--- config.mk ---
export PLATFORM = sky130hd
export DESIGN_NAME = ubg_top
export DESIGN_NICKNAME = d
export VERILOG_FILES = /design/src/logic/ubg_tick_gen.v /design/src/logic/ubg_top.v
export VERILOG_INCLUDE_DIRS = /design/src /design/src/logic
export SDC_FILE = /design/constraint.sdc
export NUM_CORES = 1
export LEC_CHECK = 0
export ABC_AREA = 1
export CORE_UTILIZATION = 50
export CTS_CLUSTER_DIAMETER = 30
export DETAILED_ROUTE_END_ITERATION = 10
export DONT_BUFFER_PORTS = 1
export GPL_ROUTABILITY_DRIVEN = 0
export PLACE_DENSITY = 0.68
export RECOVER_POWER = 50
export REMOVE_ABC_BUFFERS = 1
export SYNTH_ARGS = -nofsm -noshare
export SYNTH_HDL_FRONTEND = slang
export SYNTH_SLANG_ARGS = --single-unit
--- constraint.sdc ---
create_clock -name CLK_SYS_I -period 4 [get_ports CLK_SYS_I]
set_input_delay 0.4 -clock CLK_SYS_I [delete_from_list [all_inputs] [get_ports CLK_SYS_I]]
set_output_delay 0.4 -clock CLK_SYS_I [all_outputs]
set_load 0.1 [all_outputs]
--- src/logic/ubg_map.vh ---
// Register offsets, field positions, reset values and timing counts of the baud generator.
`ifndef UBG_MAP_VH
`define UBG_MAP_VH
`define UBG_OFF_CTRL        4'h0
`define UBG_OFF_DIV         4'h4
`define UBG_OFF_STAT        4'h8
`define UBG_OFF_MASK        4'hC
`define UBG_CTRL_UE         0
`define UBG_CTRL_ABEN       1
`define UBG_CTRL_MODE_LO    2
`define UBG_CTRL_MODE_HI    3
`define UBG_ST_DONE         0
`define UBG_ST_ERR          1
`define UBG_ST_RECEIVE_NOT_EMPTY         2
`define UBG_CTRL_RST        4'h0
`define UBG_DIV_RST         12'h010
`define UBG_OVS             16
`define UBG_MIN_BIT         17'h00010
`define UBG_MAX_BIT         17'h0FFFF
`define UBG_MODE_START      2'h0
`define UBG_MODE_START_BIT1 2'h1
`endif

--- src/logic/ubg_tick_gen.v ---
// Fractional oversampling tick generator driven by the fixed-point divisor.
`timescale 1ns/1ps
`default_nettype none
module ubg_tick_gen
(
    // Clock and reset.
    input  wire        clk_i,
    input  wire        srst_i,
    // Divisor, reload and run enable.
    input  wire [11:0] div_i,
    input  wire        reload_i,
    input  wire        run_i,
    // Ticks.
    output reg         ovs_tick_o,
    output reg         bit_tick_o
);
    // Accumulating in sixteenths gives a bit period of exactly 16 x divisor clocks on average.
    reg [15:0] acc_q;
    reg [3:0]  ovs_cnt_q;
    wire [15:0] div_w = {4'h0, div_i};
    wire [15:0] acc_inc = acc_q + 16'h0010;

    always @(posedge clk_i)
    begin
        if (srst_i || reload_i || !run_i)
        begin
            acc_q      <= 16'h0000;
            ovs_cnt_q  <= 4'h0;
            ovs_tick_o <= 1'b0;
            bit_tick_o <= 1'b0;
        end
        else if (acc_inc >= div_w)
        begin
            acc_q      <= acc_inc - div_w;
            ovs_cnt_q  <= ovs_cnt_q + 4'h1;
            ovs_tick_o <= 1'b1;
            bit_tick_o <= (ovs_cnt_q == 4'hF);
        end
        else
        begin
            acc_q      <= acc_inc;
            ovs_tick_o <= 1'b0;
            bit_tick_o <= 1'b0;
        end
    end
endmodule // ubg_tick_gen
`default_nettype wire

--- src/logic/ubg_top.v ---
// Baud generator with auto-baud detection and an AXI4-Lite register slave.
//
// Overview of operation
// Bit rate is kernel clock over sixteen divisor.
// Divisor is 12 bits, 4-bit fraction.
// Divisor write reloads the baud counter immediately.
// Software carries fraction overflow into integer.
// Bit width outside 16..65535 raises error.
// Software selects mode before enabling detection.
// Mode 0 times falling to rising edge.
// Mode 1 times two successive falling edges.
// Repeated measurements compared against the previous; the code compares width_q with prev_q, which holds the same measurement.
// Transitions checked against rate from bit 0.
// Software loads non-zero divisor before detection.
// After enable, measure first character, write divisor.
// Completion sets the done flag.
// Noisy measurement sets the error flag.
// Completion also raises receive-not-empty event.
// Writing zero to done clears and re-arms.
// Software keeps unit enabled during detection.
// Mode 0 and 1 decoded; others reserved.
`timescale 1ns/1ps
`include "ubg_map.vh"
`default_nettype none
module ubg_top
#(
    parameter TOL_CLKS = 17   // Allowed edge misalignment, in clocks, plus one sixteenth of the bit.
)
(
    // Clock and reset.
    input  wire        CLK_SYS_I,
    input  wire        SRST_I,
    // AXI4-Lite write address.
    input  wire        S_AXI_AWVALID_I,
    output wire        S_AXI_AWREADY_O,
    input  wire [3:0]  S_AXI_AWADDR_I,
    // AXI4-Lite write data.
    input  wire        S_AXI_WVALID_I,
    output wire        S_AXI_WREADY_O,
    input  wire [31:0] S_AXI_WDATA_I,
    input  wire [3:0]  S_AXI_WSTRB_I,
    // AXI4-Lite write response.
    output reg         S_AXI_BVALID_O,
    input  wire        S_AXI_BREADY_I,
    output reg  [1:0]  S_AXI_BRESP_O,
    // AXI4-Lite read address.
    input  wire        S_AXI_ARVALID_I,
    output wire        S_AXI_ARREADY_O,
    input  wire [3:0]  S_AXI_ARADDR_I,
    // AXI4-Lite read data.
    output reg         S_AXI_RVALID_O,
    input  wire        S_AXI_RREADY_I,
    output reg  [31:0] S_AXI_RDATA_O,
    output reg  [1:0]  S_AXI_RRESP_O,
    // Serial line and timing outputs.
    input  wire        RX_I,
    output wire        OVS_TICK_O,
    output wire        BIT_TICK_O,
    // Interrupt.
    output wire        IRQ_O
);
    // ****************************************************************
    // Registers and synchroniser
    // ****************************************************************
    localparam ST_IDLE = 4'b0001;
    localparam ST_MEAS = 4'b0010;
    localparam ST_CHK  = 4'b0100;
    localparam ST_HOLD = 4'b1000;

    reg [3:0]  ctrl_q;
    reg [11:0] div_q;
    reg [2:0]  stat_q;
    reg [2:0]  mask_q;
    reg [3:0]  state_q;
    reg [16:0] cnt_q;
    reg [16:0] width_q;
    reg [16:0] prev_q;
    reg [3:0]  bits_q;
    reg        rx_s1_q;
    reg        rx_s2_q;
    reg        rx_d_q;
    reg        aw_q;
    reg        w_q;
    reg [3:0]  awaddr_q;
    reg [31:0] wdata_q;
    reg [3:0]  wstrb_q;

    always @(posedge CLK_SYS_I)
    begin
        if (SRST_I)
        begin
            rx_s1_q <= 1'b1;
            rx_s2_q <= 1'b1;
            rx_d_q  <= 1'b1;
        end
        else
        begin
            rx_s1_q <= RX_I;
            rx_s2_q <= rx_s1_q;
            rx_d_q  <= rx_s2_q;
        end
    end

    wire fall_w = rx_d_q & ~rx_s2_q;
    wire rise_w = ~rx_d_q & rx_s2_q;
    wire [1:0] mode_w = ctrl_q[`UBG_CTRL_MODE_HI:`UBG_CTRL_MODE_LO];
    wire ue_w   = ctrl_q[`UBG_CTRL_UE];
    wire aben_w = ctrl_q[`UBG_CTRL_ABEN];
    // Reserved mode values never start a measurement.
    wire mode_ok_w = (mode_w == `UBG_MODE_START) || (mode_w == `UBG_MODE_START_BIT1);

    // Width of one bit in clocks; mode 1 measures two bits.
    function [16:0] bit_clks;
        input [16:0] raw;
        input [1:0]  mode;
        begin
            bit_clks = (mode == `UBG_MODE_START_BIT1) ? {1'b0, raw[16:1]} : raw;
        end
    endfunction

    function in_range;
        input [16:0] w;
        begin
            in_range = (w >= `UBG_MIN_BIT) && (w <= `UBG_MAX_BIT);
        end
    endfunction

    // ****************************************************************
    // Auto-baud engine
    // ****************************************************************
    wire [16:0] one_bit_w  = bit_clks(cnt_q, mode_w);
    wire        end_meas_w = (mode_w == `UBG_MODE_START) ? rise_w : fall_w;
    // Edge phase inside the current bit, checked against the bit-0 rate.
    reg  [16:0] phase_q;
    wire [16:0] tol_w = {4'h0, width_q[16:4]} + TOL_CLKS[16:0];
    wire        sync_ok_w = (phase_q <= tol_w) || (phase_q + tol_w >= width_q);
    wire        div_wr_w;
    reg         ab_wr_q;
    reg         done_ev_q;
    reg         err_ev_q;

    always @(posedge CLK_SYS_I)
    begin
        if (SRST_I || !ue_w || !aben_w)
        begin
            state_q   <= ST_IDLE;
            cnt_q     <= 17'h00000;
            width_q   <= 17'h00000;
            prev_q    <= 17'h00000;
            phase_q   <= 17'h00000;
            bits_q    <= 4'h0;
            ab_wr_q   <= 1'b0;
            done_ev_q <= 1'b0;
            err_ev_q  <= 1'b0;
        end
        else
        begin
            ab_wr_q   <= 1'b0;
            done_ev_q <= 1'b0;
            err_ev_q  <= 1'b0;
            case (state_q)
                ST_IDLE:
                begin
                    cnt_q <= 17'h00001;  // The cycle that sees the falling edge already counts.
                    if (fall_w && mode_ok_w && !stat_q[`UBG_ST_DONE])
                    begin
                        state_q <= ST_MEAS;
                    end
                end
                ST_MEAS:
                begin
                    if (cnt_q != 17'h1FFFF)
                    begin
                        cnt_q <= cnt_q + 17'h00001;
                    end
                    if (end_meas_w)
                    begin
                        width_q <= one_bit_w;
                        prev_q  <= one_bit_w;
                        phase_q <= 17'h00000;
                        bits_q  <= 4'h0;
                        if (!in_range(one_bit_w))
                        begin
                            err_ev_q <= 1'b1;
                            state_q  <= ST_HOLD;
                        end
                        else
                        begin
                            state_q <= ST_CHK;
                        end
                    end
                end
                ST_CHK:
                begin
                    // Track the remaining bits of the character at the measured rate.
                    if (phase_q + 17'h00001 >= width_q)
                    begin
                        phase_q <= 17'h00000;
                        bits_q  <= bits_q + 4'h1;
                    end
                    else
                    begin
                        phase_q <= phase_q + 17'h00001;
                    end
                    if ((fall_w || rise_w) && !sync_ok_w)
                    begin
                        err_ev_q <= 1'b1;
                        state_q  <= ST_HOLD;
                    end
                    else if (bits_q == 4'h8)
                    begin
                        // Compare width_q with prev_q; both were loaded from the same bit-0 measurement.
                        prev_q <= width_q;
                        if ((prev_q > width_q + tol_w) || (width_q > prev_q + tol_w))
                        begin
                            err_ev_q <= 1'b1;
                        end
                        else
                        begin
                            ab_wr_q   <= 1'b1;
                            done_ev_q <= 1'b1;
                        end
                        state_q <= ST_HOLD;
                    end
                end
                ST_HOLD:
                begin
                    if (!stat_q[`UBG_ST_DONE] && !done_ev_q && !err_ev_q)
                    begin
                        state_q <= ST_IDLE;
                    end
                end
                default:
                begin
                    state_q <= ST_IDLE;
                end
            endcase
        end
    end

    // ****************************************************************
    // AXI4-Lite slave
    // ****************************************************************
    assign S_AXI_AWREADY_O = !aw_q && !S_AXI_BVALID_O;
    assign S_AXI_WREADY_O  = !w_q && !S_AXI_BVALID_O;
    assign S_AXI_ARREADY_O = !S_AXI_RVALID_O;
    wire   wr_go_w = aw_q && w_q && !S_AXI_BVALID_O;
    wire   wr_ok_w = (awaddr_q == `UBG_OFF_CTRL) || (awaddr_q == `UBG_OFF_DIV) ||
                     (awaddr_q == `UBG_OFF_STAT) || (awaddr_q == `UBG_OFF_MASK);
    assign div_wr_w = wr_go_w && (awaddr_q == `UBG_OFF_DIV) && (wstrb_q[1:0] == 2'h3);

    always @(posedge CLK_SYS_I)
    begin
        if (SRST_I)
        begin
            aw_q           <= 1'b0;
            w_q            <= 1'b0;
            awaddr_q       <= 4'h0;
            wdata_q        <= 32'h00000000;
            wstrb_q        <= 4'h0;
            S_AXI_BVALID_O <= 1'b0;
            S_AXI_BRESP_O  <= 2'h0;
            S_AXI_RVALID_O <= 1'b0;
            S_AXI_RDATA_O  <= 32'h00000000;
            S_AXI_RRESP_O  <= 2'h0;
            ctrl_q         <= `UBG_CTRL_RST;
            div_q          <= `UBG_DIV_RST;
            mask_q         <= 3'h0;
        end
        else
        begin
            if (S_AXI_AWVALID_I && S_AXI_AWREADY_O)
            begin
                aw_q     <= 1'b1;
                awaddr_q <= S_AXI_AWADDR_I;
            end
            if (S_AXI_WVALID_I && S_AXI_WREADY_O)
            begin
                w_q     <= 1'b1;
                wdata_q <= S_AXI_WDATA_I;
                wstrb_q <= S_AXI_WSTRB_I;
            end
            if (wr_go_w)
            begin
                aw_q           <= 1'b0;
                w_q            <= 1'b0;
                S_AXI_BVALID_O <= 1'b1;
                S_AXI_BRESP_O  <= wr_ok_w ? 2'h0 : 2'h3;
                if (awaddr_q == `UBG_OFF_CTRL && wstrb_q[0])
                begin
                    ctrl_q <= wdata_q[3:0];
                end
                if (awaddr_q == `UBG_OFF_MASK && wstrb_q[0])
                begin
                    mask_q <= wdata_q[2:0];
                end
            end
            else if (S_AXI_BVALID_O && S_AXI_BREADY_I)
            begin
                S_AXI_BVALID_O <= 1'b0;
            end
            if (div_wr_w)
            begin
                div_q <= wdata_q[11:0];
            end
            else if (ab_wr_q)
            begin
                div_q <= width_q[11:0];
            end
            if (S_AXI_ARVALID_I && S_AXI_ARREADY_O)
            begin
                S_AXI_RVALID_O <= 1'b1;
                S_AXI_RRESP_O  <= 2'h0;
                case (S_AXI_ARADDR_I)
                    `UBG_OFF_CTRL: S_AXI_RDATA_O <= {28'h0000000, ctrl_q};
                    `UBG_OFF_DIV:  S_AXI_RDATA_O <= {20'h00000, div_q};
                    `UBG_OFF_STAT: S_AXI_RDATA_O <= {28'h0000000, state_q != ST_IDLE, stat_q};
                    `UBG_OFF_MASK: S_AXI_RDATA_O <= {29'h00000000, mask_q};
                    default:
                    begin
                        S_AXI_RDATA_O <= 32'h00000000;
                        S_AXI_RRESP_O <= 2'h3;
                    end
                endcase
            end
            else if (S_AXI_RVALID_O && S_AXI_RREADY_I)
            begin
                S_AXI_RVALID_O <= 1'b0;
            end
        end
    end

    // ****************************************************************
    // Status flags and interrupt
    // ****************************************************************
    // Done clears on a written zero, error and receive_not_empty on a written one; a same-cycle event wins.
    wire stat_wr_w = wr_go_w && (awaddr_q == `UBG_OFF_STAT) && wstrb_q[0];
    wire [2:0] set_w = {done_ev_q, err_ev_q, done_ev_q};
    wire [2:0] clr_w = stat_wr_w ? {wdata_q[2], wdata_q[1], ~wdata_q[0]} : 3'h0;

    always @(posedge CLK_SYS_I)
    begin
        if (SRST_I)
        begin
            stat_q <= 3'h0;
        end
        else
        begin
            stat_q <= set_w | (stat_q & ~clr_w);
        end
    end

    assign IRQ_O = |(stat_q & mask_q);

    // ****************************************************************
    // Tick generator
    // ****************************************************************
    ubg_tick_gen u_tick
    (
        .clk_i      (CLK_SYS_I),
        .srst_i     (SRST_I),
        .div_i      (div_q),
        .reload_i   (div_wr_w | ab_wr_q),
        .run_i      (ue_w),
        .ovs_tick_o (OVS_TICK_O),
        .bit_tick_o (BIT_TICK_O)
    );
endmodule // ubg_top
`default_nettype wire

==> qor.txt, run 1 <==
Met2 WL -> 17600 um
Worst slew margin -> -0.283
Most numerous cell in the Yosys netlist -> nand2_1
Chip height -> 162 um
Share of cells above drive strength 1 -> 0.169
CP Class -> flop to flop
Startpoint Class -> flop
Fillers -> 2272
Root buffer selected by CTS -> clkbuf_16
# hold bufs at CTS -> 0
Fin. max-slew vios -> 4
Peak supply drop -> 0.000320 V
Final Cell Area -> 15300 um2
Failing checks -> capacitance limit, slew limit, setup timing
Yosys cell types -> 56
Metal3 WL -> 2110 um
Global-route wire length before repair -> 59100 um
M1 WL -> 16000 um
Clock sinks -> 161
Worst slew pin tran -> 1.92 ns
Final #Nets -> 2240
Post-route DRC violation count -> 0
Leakage power -> 7.35 nW
Die area -> 26200 um2
Worst-skew pair later-pin latency -> 0.44 ns
Post-synth top area share -> 0.253
Post-DP HPWL -> 28100 um
Area delta synth->final -> 19.9%
Final hold vios -> 0
Overflow after GRT -> 0
Synth area leader -> dfxtp_1
Pin count of the biggest net entering global routing -> 39
Synth Cell Area -> 12800 um2
Routed WL -> 37600 um
Fin crit period -> 4.16 ns
Kind of end point of the critical path -> flop
EDFF count, synth -> 0
IO buf count -> 0
Io pins -> 96
CP max stage cell -> dfxtp_2
HP Class -> input pin to flop
CTS tree -> built
Initial Util -> 0.508
Post-synth top cells -> nand2_1 (433), inv_1 (221), nor2_1 (220), a21oi_1 (187), dfxtp_1 (161)
Die width -> 162 um
Via/cell ratio -> 5.42
Most used flip-flop cell after synthesis -> dfxtp_1
Post-Syn Area per Cell -> 6.72 um2
Final setup violating endpoints -> 22
Final Cycle Share -> 1.04
Total GRT Usage -> 0.284
Reg clk slew, reported paths -> 0.08 ns
Yosys Warn Count -> 0
#FFs+latches synth -> 161
Clock Tree Buf Depth -> 2
Clock skew -> 0.0127 ns
Worst path arrival time -> 4.49 ns
Peak Freq -> 240 MHz
Final WS setup -> -0.165 ns
PwrDens -> 242 nW/um2
Antenna Violating Nets Remaining -> 0
Vias -> 12.9k
Core Area -> 25100 um2
Post-synthesis async set-or-reset flop share -> 0
Area of placed instances -> 13900 um2
Total CTS buffers -> 17
FP Rows -> 58
Max Cap Viol -> 2
CP peak stage delay -> 0.38 ns
Crit-path max FO -> 7
Wire per inst -> 15.8 um
Initial antenna violation count -> 1
Top cells by area, synth -> dfxtp_1 (25%), ha_1 (15%), nand2_1 (13%)
Status -> complete, but fails checks
H-tree Lvls -> 4
Vias in the first global route -> 12.0k
Initial DRC Count -> 950
Register area share after synthesis -> 0.253
Uppermost layer routed -> met4
First-pass DRT Iterations -> 6
RSZ-0062 raised after global routing -> true
CP most frequent cell -> nand2_1
Worst Path Required -> 4.33 ns
Synthesized instance count -> 1899
Tot Pwr -> 3.70 mW
==> cell families (layout without fill, tap and decap cells) <==
logic type               count (synthesis)  in the layout  share of synthesized area
buffers and inverters                  296            420                     0.0985
AND/OR/NAND/NOR                        826            828                      0.277
multiplexers                             1              1                   0.000883
AO/OA/AOI/OAI                          375            375                      0.158
XOR/XNOR                                82             82                     0.0563
adder cells (fa/ha/maj)                157            157                      0.156
other                                    1             21                   0.000294
flip-flops                             161            161                      0.253
==> power by group <==
part           total, mW  leakage, nW  switching, mW  internal, mW
Sequential          1.72         1.31         0.0845          1.63
Combinational      0.215         5.74          0.182        0.0326
Clock               1.77        0.301          0.816         0.956
==> worst max-delay path, delay by kind of cell, from the launching register on <==
family,cells,cell delay (ns)
AND/OR/NAND/NOR,20,2.00
adder cells (fa/ha/maj),3,0.75
buffers and inverters,6,0.50
flip-flops,1,0.38
XOR/XNOR,2,0.38
AO/OA/AOI/OAI,1,0.06
==> cell type report <==
| type | instances | area [um2] | area share |
|---|---|---|---|
| Multi-Input combinational cell | 1463 | 8980 | 0.587 |
| Sequential cell | 161 | 3230 | 0.211 |
| Timing Repair Buffer | 156 | 1180 | 0.0773 |
| Inverter | 232 | 876 | 0.0573 |
| Clock buffer | 17 | 425 | 0.0278 |
| Tap cell | 330 | 413 | 0.0270 |
| Clock inverter | 15 | 189 | 0.0124 |
| Antenna cell | 1 | 2.50 | 0.000164 |
==> through the flow <==
step                std cells  utilization  setup TNS, ns  setup WS, ns  hold WS, ns
global route             2375        0.609          -9.27        -0.462       0.0188
CTS                      2369        0.595          -1.46        -0.101       0.0189
floorplan                1854            -         -0.641       -0.0493        0.389
finish                   2375        0.609          -2.76        -0.165       0.0308
global placement         2321        0.554          -4.45        -0.219        0.403
detailed placement       2321        0.554          -6.20        -0.311        0.402
==> flip-flops by register name, summed over array words and instances, names as in the netlist, 12 cells and up <==
register       cells
wdata_q           12
u_tick.acc_q      16
width_q           17
phase_q           17
prev_q            17
S_AXI_RDATA_O     12
cnt_q             17
div_q             12
==> what timing repair did <==
| action | CTS | global route |
|---|---|---|
| setup endpoints to repair | 23 | 27 |
| gates resized for setup | 76 | 79 |
| gates cloned | 2 | 0 |
| hold endpoints to repair | 0 | 0 |
| pin swaps | 41 | 50 |
| buffers inserted | 15 | 6 |
==> placed cells by master, fill, tap and decap left out, types with 25 or more instances in the layout <==
master,n
xor2_1,55
dfxtp_1,158
buf_4,144
o21ai_0,110
nor2_1,202
xnor2_1,25
nand2_1,416
ha_1,142
a21oi_1,171
inv_1,209
nand3_1,61
==> per-layer routing <==
metal,track usage,vias to the layer above
li1,-,6454
met1,0.350,5858
met2,0.484,441
met3,0.0403,127
met4,0.137,0
met5,0,-
==> path summary, 6_finish.rpt <==
path,startpoint,endpoint,slack [ns],cells past startpoint
worst min register to register,rx_s1_q,rx_s2_q,0.43,1
worst min-delay path,SRST_I,div_q[10],0.03,1
worst max-delay path,width_q[4],prev_q[0],-0.16,32
worst max register to register,width_q[4],prev_q[0],-0.16,32
Power figures use the tool's default switching activity.
==> inputs of run 2 (changes only) <==
Settings changed: CORE_UTILIZATION 50 to 40, PLACE_DENSITY 0.68 to default.
==> run 2 against run 1 <==
Net effect:
- the flow still finishes with violations (capacitance limit, slew limit, setup timing)
- die area grew 25%
- register-to-register slack worse by 0.05 ns
- wire length increased by 2.3%
- core utilization fell by 12 points
- count of clock-buffer cells in the layout stayed put
- sequential power about the same
- combinational power grew 3%
- sequential cell count unchanged
- worst setup slack worse by 0.048 ns
- highest routed layer unchanged
==> qor.txt, run 2 (synthesis results as in run 1) <==
PwrDens -> 234 nW/um2 (-3.2%)
Worst-skew pair later-pin latency -> 0.46 ns (+0.02 ns)
Routed WL -> 38500 um (+2.3%)
Root buffer selected by CTS -> clkbuf_16
Worst path arrival time -> 4.56 ns (+0.07 ns)
Die area -> 32600 um2 (+25%)
Setup WS pre-CTS -> -0.552 ns (-0.241 ns)
Area of placed instances -> 14200 um2 (+1.9%)
Worst Path Required -> 4.34 ns (about the same)
Multi-input logic area -> 8950 um2 (-0.31%)
Startpoint Class -> flop
Final Cell Area -> 15500 um2 (+1.7%)
Kind of end point of the critical path -> flop
Final Cycle Share -> 1.05 (+0.0120)
CP peak stage delay -> 0.39 ns (about the same)
N_diodes -> 0 (-1)
Placed cell count -> 2414 (+4.0%)
Tot Pwr -> 3.64 mW (-1.6%)
Max Cap Viol -> 2 (unchanged)
Final #Nets -> 2264 (+1.1%)
H-tree Lvls -> 4 (unchanged)
Total GRT Usage -> 0.232 (-0.0512)
Vias in the first global route -> 11.6k (-2.8%)
HP Class -> input pin to flop
Post-route DRC violation count -> 0 (unchanged)
Share of cells above drive strength 1 -> 0.176 (+0.00722)
Clock Tree Buf Depth -> 2 (unchanged)
Most frequent cells in the layout -> nand2_1 (415), inv_1 (213), nor2_1 (196)
Most common cell after layout, fill and taps aside -> nand2_1
Initial DRC Count -> 807 (-15%)
Peak Freq -> 237 MHz (-1.1%)
IO buf count -> 0 (unchanged)
Via/cell ratio -> 5.11 (-5.7%)
Wire per inst -> 15.6 um (-1.6%)
Fin cells -> 2470 (+4.0%)
Fin crit period -> 4.21 ns (+0.0479 ns)
Total CTS buffers -> 17 (unchanged)
Worst slew pin tran -> 1.92 ns (-0.00198 ns)
Antenna Violating Nets Remaining -> 0 (unchanged)
Global-route wire length before repair -> 60100 um (+1.6%)
Final hold vios -> 0 (unchanged)
RSZ-0062 raised after global routing -> true
Initial Util -> 0.405 (-0.103)
CP max stage cell -> dfxtp_4
Fin. max-slew vios -> 4 (unchanged)
First-pass DRT Iterations -> 6 (unchanged)
Worst slew margin -> -0.281 (+0.00132)
Post-DP HPWL -> 30100 um (+7.1%)
Overflow after GRT -> 0 (unchanged)
Io pins -> 96 (unchanged)
CP Class -> flop to flop
Failing checks -> capacitance limit, slew limit, setup timing
Status -> complete, but fails checks
Final WS setup -> -0.212 ns (-0.0479 ns)
Initial antenna violation count -> 0 (-1)
Area delta synth->final -> 21.9%
FP Rows -> 65 (+12%)
Final setup violating endpoints -> 23 (+4.5%)
Vias -> 12.6k (-1.9%)
Reg clk slew, reported paths -> 0.08 ns (about the same)
Crit-path max FO -> 6 (-1)
CTS tree -> built
Peak supply drop -> 0.000291 V (-9.0%)
Leakage power -> 7.45 nW (+1.4%)
Clock skew -> 0.0208 ns (+0.00813 ns)
Fillers -> 3152 (+39%)
Pin count of the biggest net entering global routing -> 39 (unchanged)
Core Area -> 31500 um2 (+25%)
Die width -> 181 um (+12%)
Clock sinks -> 161 (unchanged)
Reg area -> 3230 um2 (about the same)
Chip height -> 181 um (+12%)
==> run 2: final cells by class <==
class,count,area share
Clock inverter,15,0.0117
Clock buffer,17,0.0274
Timing Repair Buffer,179,0.0887
Multi-Input combinational cell,1464,0.575
Tap cell,402,0.0323
Inverter,232,0.0566
Sequential cell,161,0.208
==> run 2: through the flow <==
| stage | hold slack [ns] | util | setup TNS, ns |
|---|---|---|---|
| finish | 0.0143 | 0.494 | -3.54 |
| detailed placement | 0.428 | 0.450 | -8.56 |
| CTS | 0.0000138 | 0.481 | -2.46 |
| global route | 0.00424 | 0.494 | -9.01 |
| floorplan | 0.389 | - | -0.641 |
| global placement | 0.432 | 0.450 | -6.25 |
==> run 2: power by group <==
part	internal [mW]	leakage, nW	switching (mW)
sequential	1.63	1.31	0.0818
clock	0.898	0.294	0.812
combinational	0.0341	5.85	0.186
==> run 2: metal layers <==
layer / part of all wire / up-vias / track usage
met4: 0.015 / 0 / 0.0513
li1: - / 6488 / -
met2: 0.49 / 261 / 0.409
met3: 0.038 / 39 / 0.0281
met5: 0 / - / 0
met1: 0.46 / 5845 / 0.302
==> run 2: path summary, 6_finish.rpt <==
path / startpoint / slack [ns] / end / cells past startpoint
max reg2reg: width_q[6] / -0.21 / prev_q[0] / 31
min reg2reg: rx_s1_q / 0.45 / rx_s2_q / 1
min: SRST_I / 0.01 / div_q[2] / 1
max: width_q[6] / -0.21 / prev_q[0] / 31
==> run 2: repair_timing <==
item                                   CTS  global route
pin swaps                               44            49
setup buffers                           11             8
cloned                                   1             2
setup endpoints to repair               23            25
endpoints found under the hold margin    7             1
resized for setup                       65            84
hold buffers                             1             1
==> run 2: critical path: cells and delay by family (launching register included) <==
family                   cells  cell delay [ns]
flip-flops                   1             0.39
buffers and inverters        5             0.57
XOR/XNOR                     2             0.37
AND/OR/NAND/NOR             20             1.80
adder cells (fa/ha/maj)      2             0.52
AO/OA/AOI/OAI                2             0.40
==> inputs of run 3 (changes only) <==
Settings changed: REMOVE_ABC_BUFFERS 1 to default.
==> run 3 against run 2 <==
Net effect:
- the flow still finishes with violations (capacitance limit, slew limit, setup timing)
- core utilization fell by 0.35 points
- count of clock-buffer cells in the layout rose by 2
- critical path depth fell by 5
- worst hold slack gained 0.0065 ns
- die area unchanged
- power grew 1.9%
- sequential cell count stayed put
- clock power rose by 4%
- largest cell class unchanged
- highest routed layer unchanged
==> qor.txt, run 3 (synthesis results as in run 1) <==
H-tree Lvls -> 4 (unchanged)
Delay-heaviest family, CP -> simple AND/OR/NAND/NOR gates
Fin. max-slew vios -> 4 (unchanged)
HP Class -> input pin to flop
Sw power -> 1.02 mW (-5.7%)
Int Power -> 2.69 mW (+5.0%)
Die area -> 32600 um2 (unchanged)
Placed cell count -> 2403 (-0.46%)
Crit-path max FO -> 13 (+7)
CP peak stage delay -> 0.47 ns (+0.08 ns)
Vias in the first global route -> 11.6k (-0.34%)
Chip height -> 181 um (unchanged)
Most common cell after layout, fill and taps aside -> nand2_1
Peak supply drop -> 0.000258 V (-11%)
Fin crit period -> 4.15 ns (-0.0625 ns)
Peak Freq -> 241 MHz (+1.5%)
Global-route wire length before repair -> 59700 um (-0.56%)
Fin cells -> 2452 (-0.73%)
Initial antenna violation count -> 0 (unchanged)
Final #Nets -> 2247 (-0.75%)
Clock power frac -> 0.480 (+0.011)
PwrDens -> 240 nW/um2 (+2.6%)
Final core utilization -> 0.491 (-0.00346)
Leakage power -> 7.31 nW (-1.9%)
Routed WL -> 37500 um (-2.4%)
Most frequent cells in the layout -> nand2_1 (416), inv_1 (213), nor2_1 (199)
Hold slack -> 0.0208 ns (+0.00653 ns)
FP Rows -> 65 (unchanged)
# hold bufs at CTS -> 0 (-1)
Initial Util -> 0.405 (unchanged)
Die width -> 181 um (unchanged)
Setup TNS Final -> -2.57 ns (+0.974 ns)
Clock skew -> 0.0130 ns (-0.00775 ns)
Final hold vios -> 0 (unchanged)
Share of cells above drive strength 1 -> 0.174 (-0.00235)
Worst slew margin -> -0.277 (+0.00455)
CP most frequent cell -> nand2_1
Worst path arrival time -> 4.48 ns (-0.08 ns)
Pin count of the biggest net entering global routing -> 39 (unchanged)
Area delta synth->final -> 21.1%
Total CTS buffers -> 17 (unchanged)
RSZ-0062 raised after global routing -> true
Logic pwr share -> 0.058 (-0.003)
Reg area -> 3230 um2 (about the same)
Clock Tree Buf Depth -> 2 (unchanged)
CTS tree -> built
Reg clk slew, reported paths -> 0.07 ns (about the same)
Overflow after GRT -> 0 (unchanged)
N_diodes -> 0 (unchanged)
Seq pwr share -> 0.462 (-0.008)
Clock sinks -> 161 (unchanged)
Io pins -> 96 (unchanged)
Initial DRC Count -> 907 (+12%)
Kind of end point of the critical path -> flop
Max Cap Viol -> 2 (unchanged)
Final WS setup -> -0.150 ns (+0.0625 ns)
Root buffer selected by CTS -> clkbuf_16
Switching share of power -> 0.275 (-0.0219)
CP Class -> flop to flop
Failing checks -> capacitance limit, slew limit, setup timing
Vias -> 12.5k (-1.1%)
Final setup violating endpoints -> 22 (-4.3%)
Post-route DRC violation count -> 0 (unchanged)
Total GRT Usage -> 0.230 (-0.00214)
Setup WS pre-CTS -> -0.388 ns (+0.164 ns)
Worst slew pin tran -> 1.91 ns (-0.00682 ns)
Status -> complete, but fails checks
Worst Path Buf+Inv -> 4 (-1)
Via/cell ratio -> 5.10 (-0.33%)
Final Cycle Share -> 1.04 (-0.0156)
CP max stage cell -> dfxtp_1
Fillers -> 3143 (-0.29%)
Worst-skew pair later-pin latency -> 0.44 ns (-0.02 ns)
Wire per inst -> 15.3 um (-1.7%)
Worst Path Required -> 4.33 ns (about the same)
Antenna Violating Nets Remaining -> 0 (unchanged)
Multi-input logic area -> 8970 um2 (+0.20%)
Startpoint Class -> flop
IO buf count -> 0 (unchanged)
Post-DP HPWL -> 29500 um (-2.0%)
First-pass DRT Iterations -> 5 (-1)
Core Area -> 31500 um2 (unchanged)
## run 3: cell types whose count changed in the layout (fill, tap and decap cells not counted), moves of 5 or more
| cell | previous run | this run |
|---|---|---|
| a21oi_1 | 171 | 166 |
| buf_4 | 162 | 154 |
| ha_1 | 143 | 138 |
| ha_4 | 9 | 14 |
| nand3_2 | 19 | 13 |
## run 3: power by group through the flow
| stage | registers [mW] | clock network [mW] | logic [mW] |
|---|---|---|---|
| 2_1_floorplan | 1.74 | 0 | 0.212 |
| 3_3_place_gp | 1.75 | 0 | 0.212 |
| 3_5_place_dp | 1.75 | 0 | 0.216 |
| 4_1_cts | 1.72 | 1.81 | 0.218 |
| 5_1_grt | 1.72 | 1.88 | 0.229 |
| 6_report | 1.72 | 1.78 | 0.213 |
## run 3: per-stage QoR
stage	power (mW)	instance area, um2
floorplan	1.95	12800
global placement	1.97	14100
detailed placement	1.97	14100
CTS	3.74	15100
global route	3.83	15400
finish	3.71	15400
## run 3: final timing paths
path | start | end | slack (ns) | depth (start not counted)
setup reg to reg | width_q[7] | prev_q[1] | -0.15 | 26
setup / recovery | width_q[7] | prev_q[1] | -0.15 | 26
hold reg to reg | rx_s1_q | rx_s2_q | 0.42 | 1
hold / removal | SRST_I | S_AXI_RDATA_O[2] | 0.02 | 1
## run 3: layout make-up
class,count,share of cell area
timing repair buffer,164,0.0803
clock buffer,19,0.0293
clock inverter,12,0.0110
inverter,232,0.0566
multi-input combinational,1462,0.581
tap,402,0.0326
sequential,161,0.209
## run 3: layer usage
layer | wire length, um | vias to the layer above | track usage
met3 | 1940 | 48 | 0.0435
met2 | 16700 | 309 | 0.372
li1 | - | 6463 | -
met1 | 18100 | 5679 | 0.312
met5 | 0 | - | 0
met4 | 845 | 0 | 0.0639
## run 3: repair_timing
item                                    in CTS  in global routing
cloned                                       1                  0
pin swaps                                   52                 67
gates resized for setup                     73                 76
endpoints found under the setup margin      23                 39
buffers inserted                            11                  6
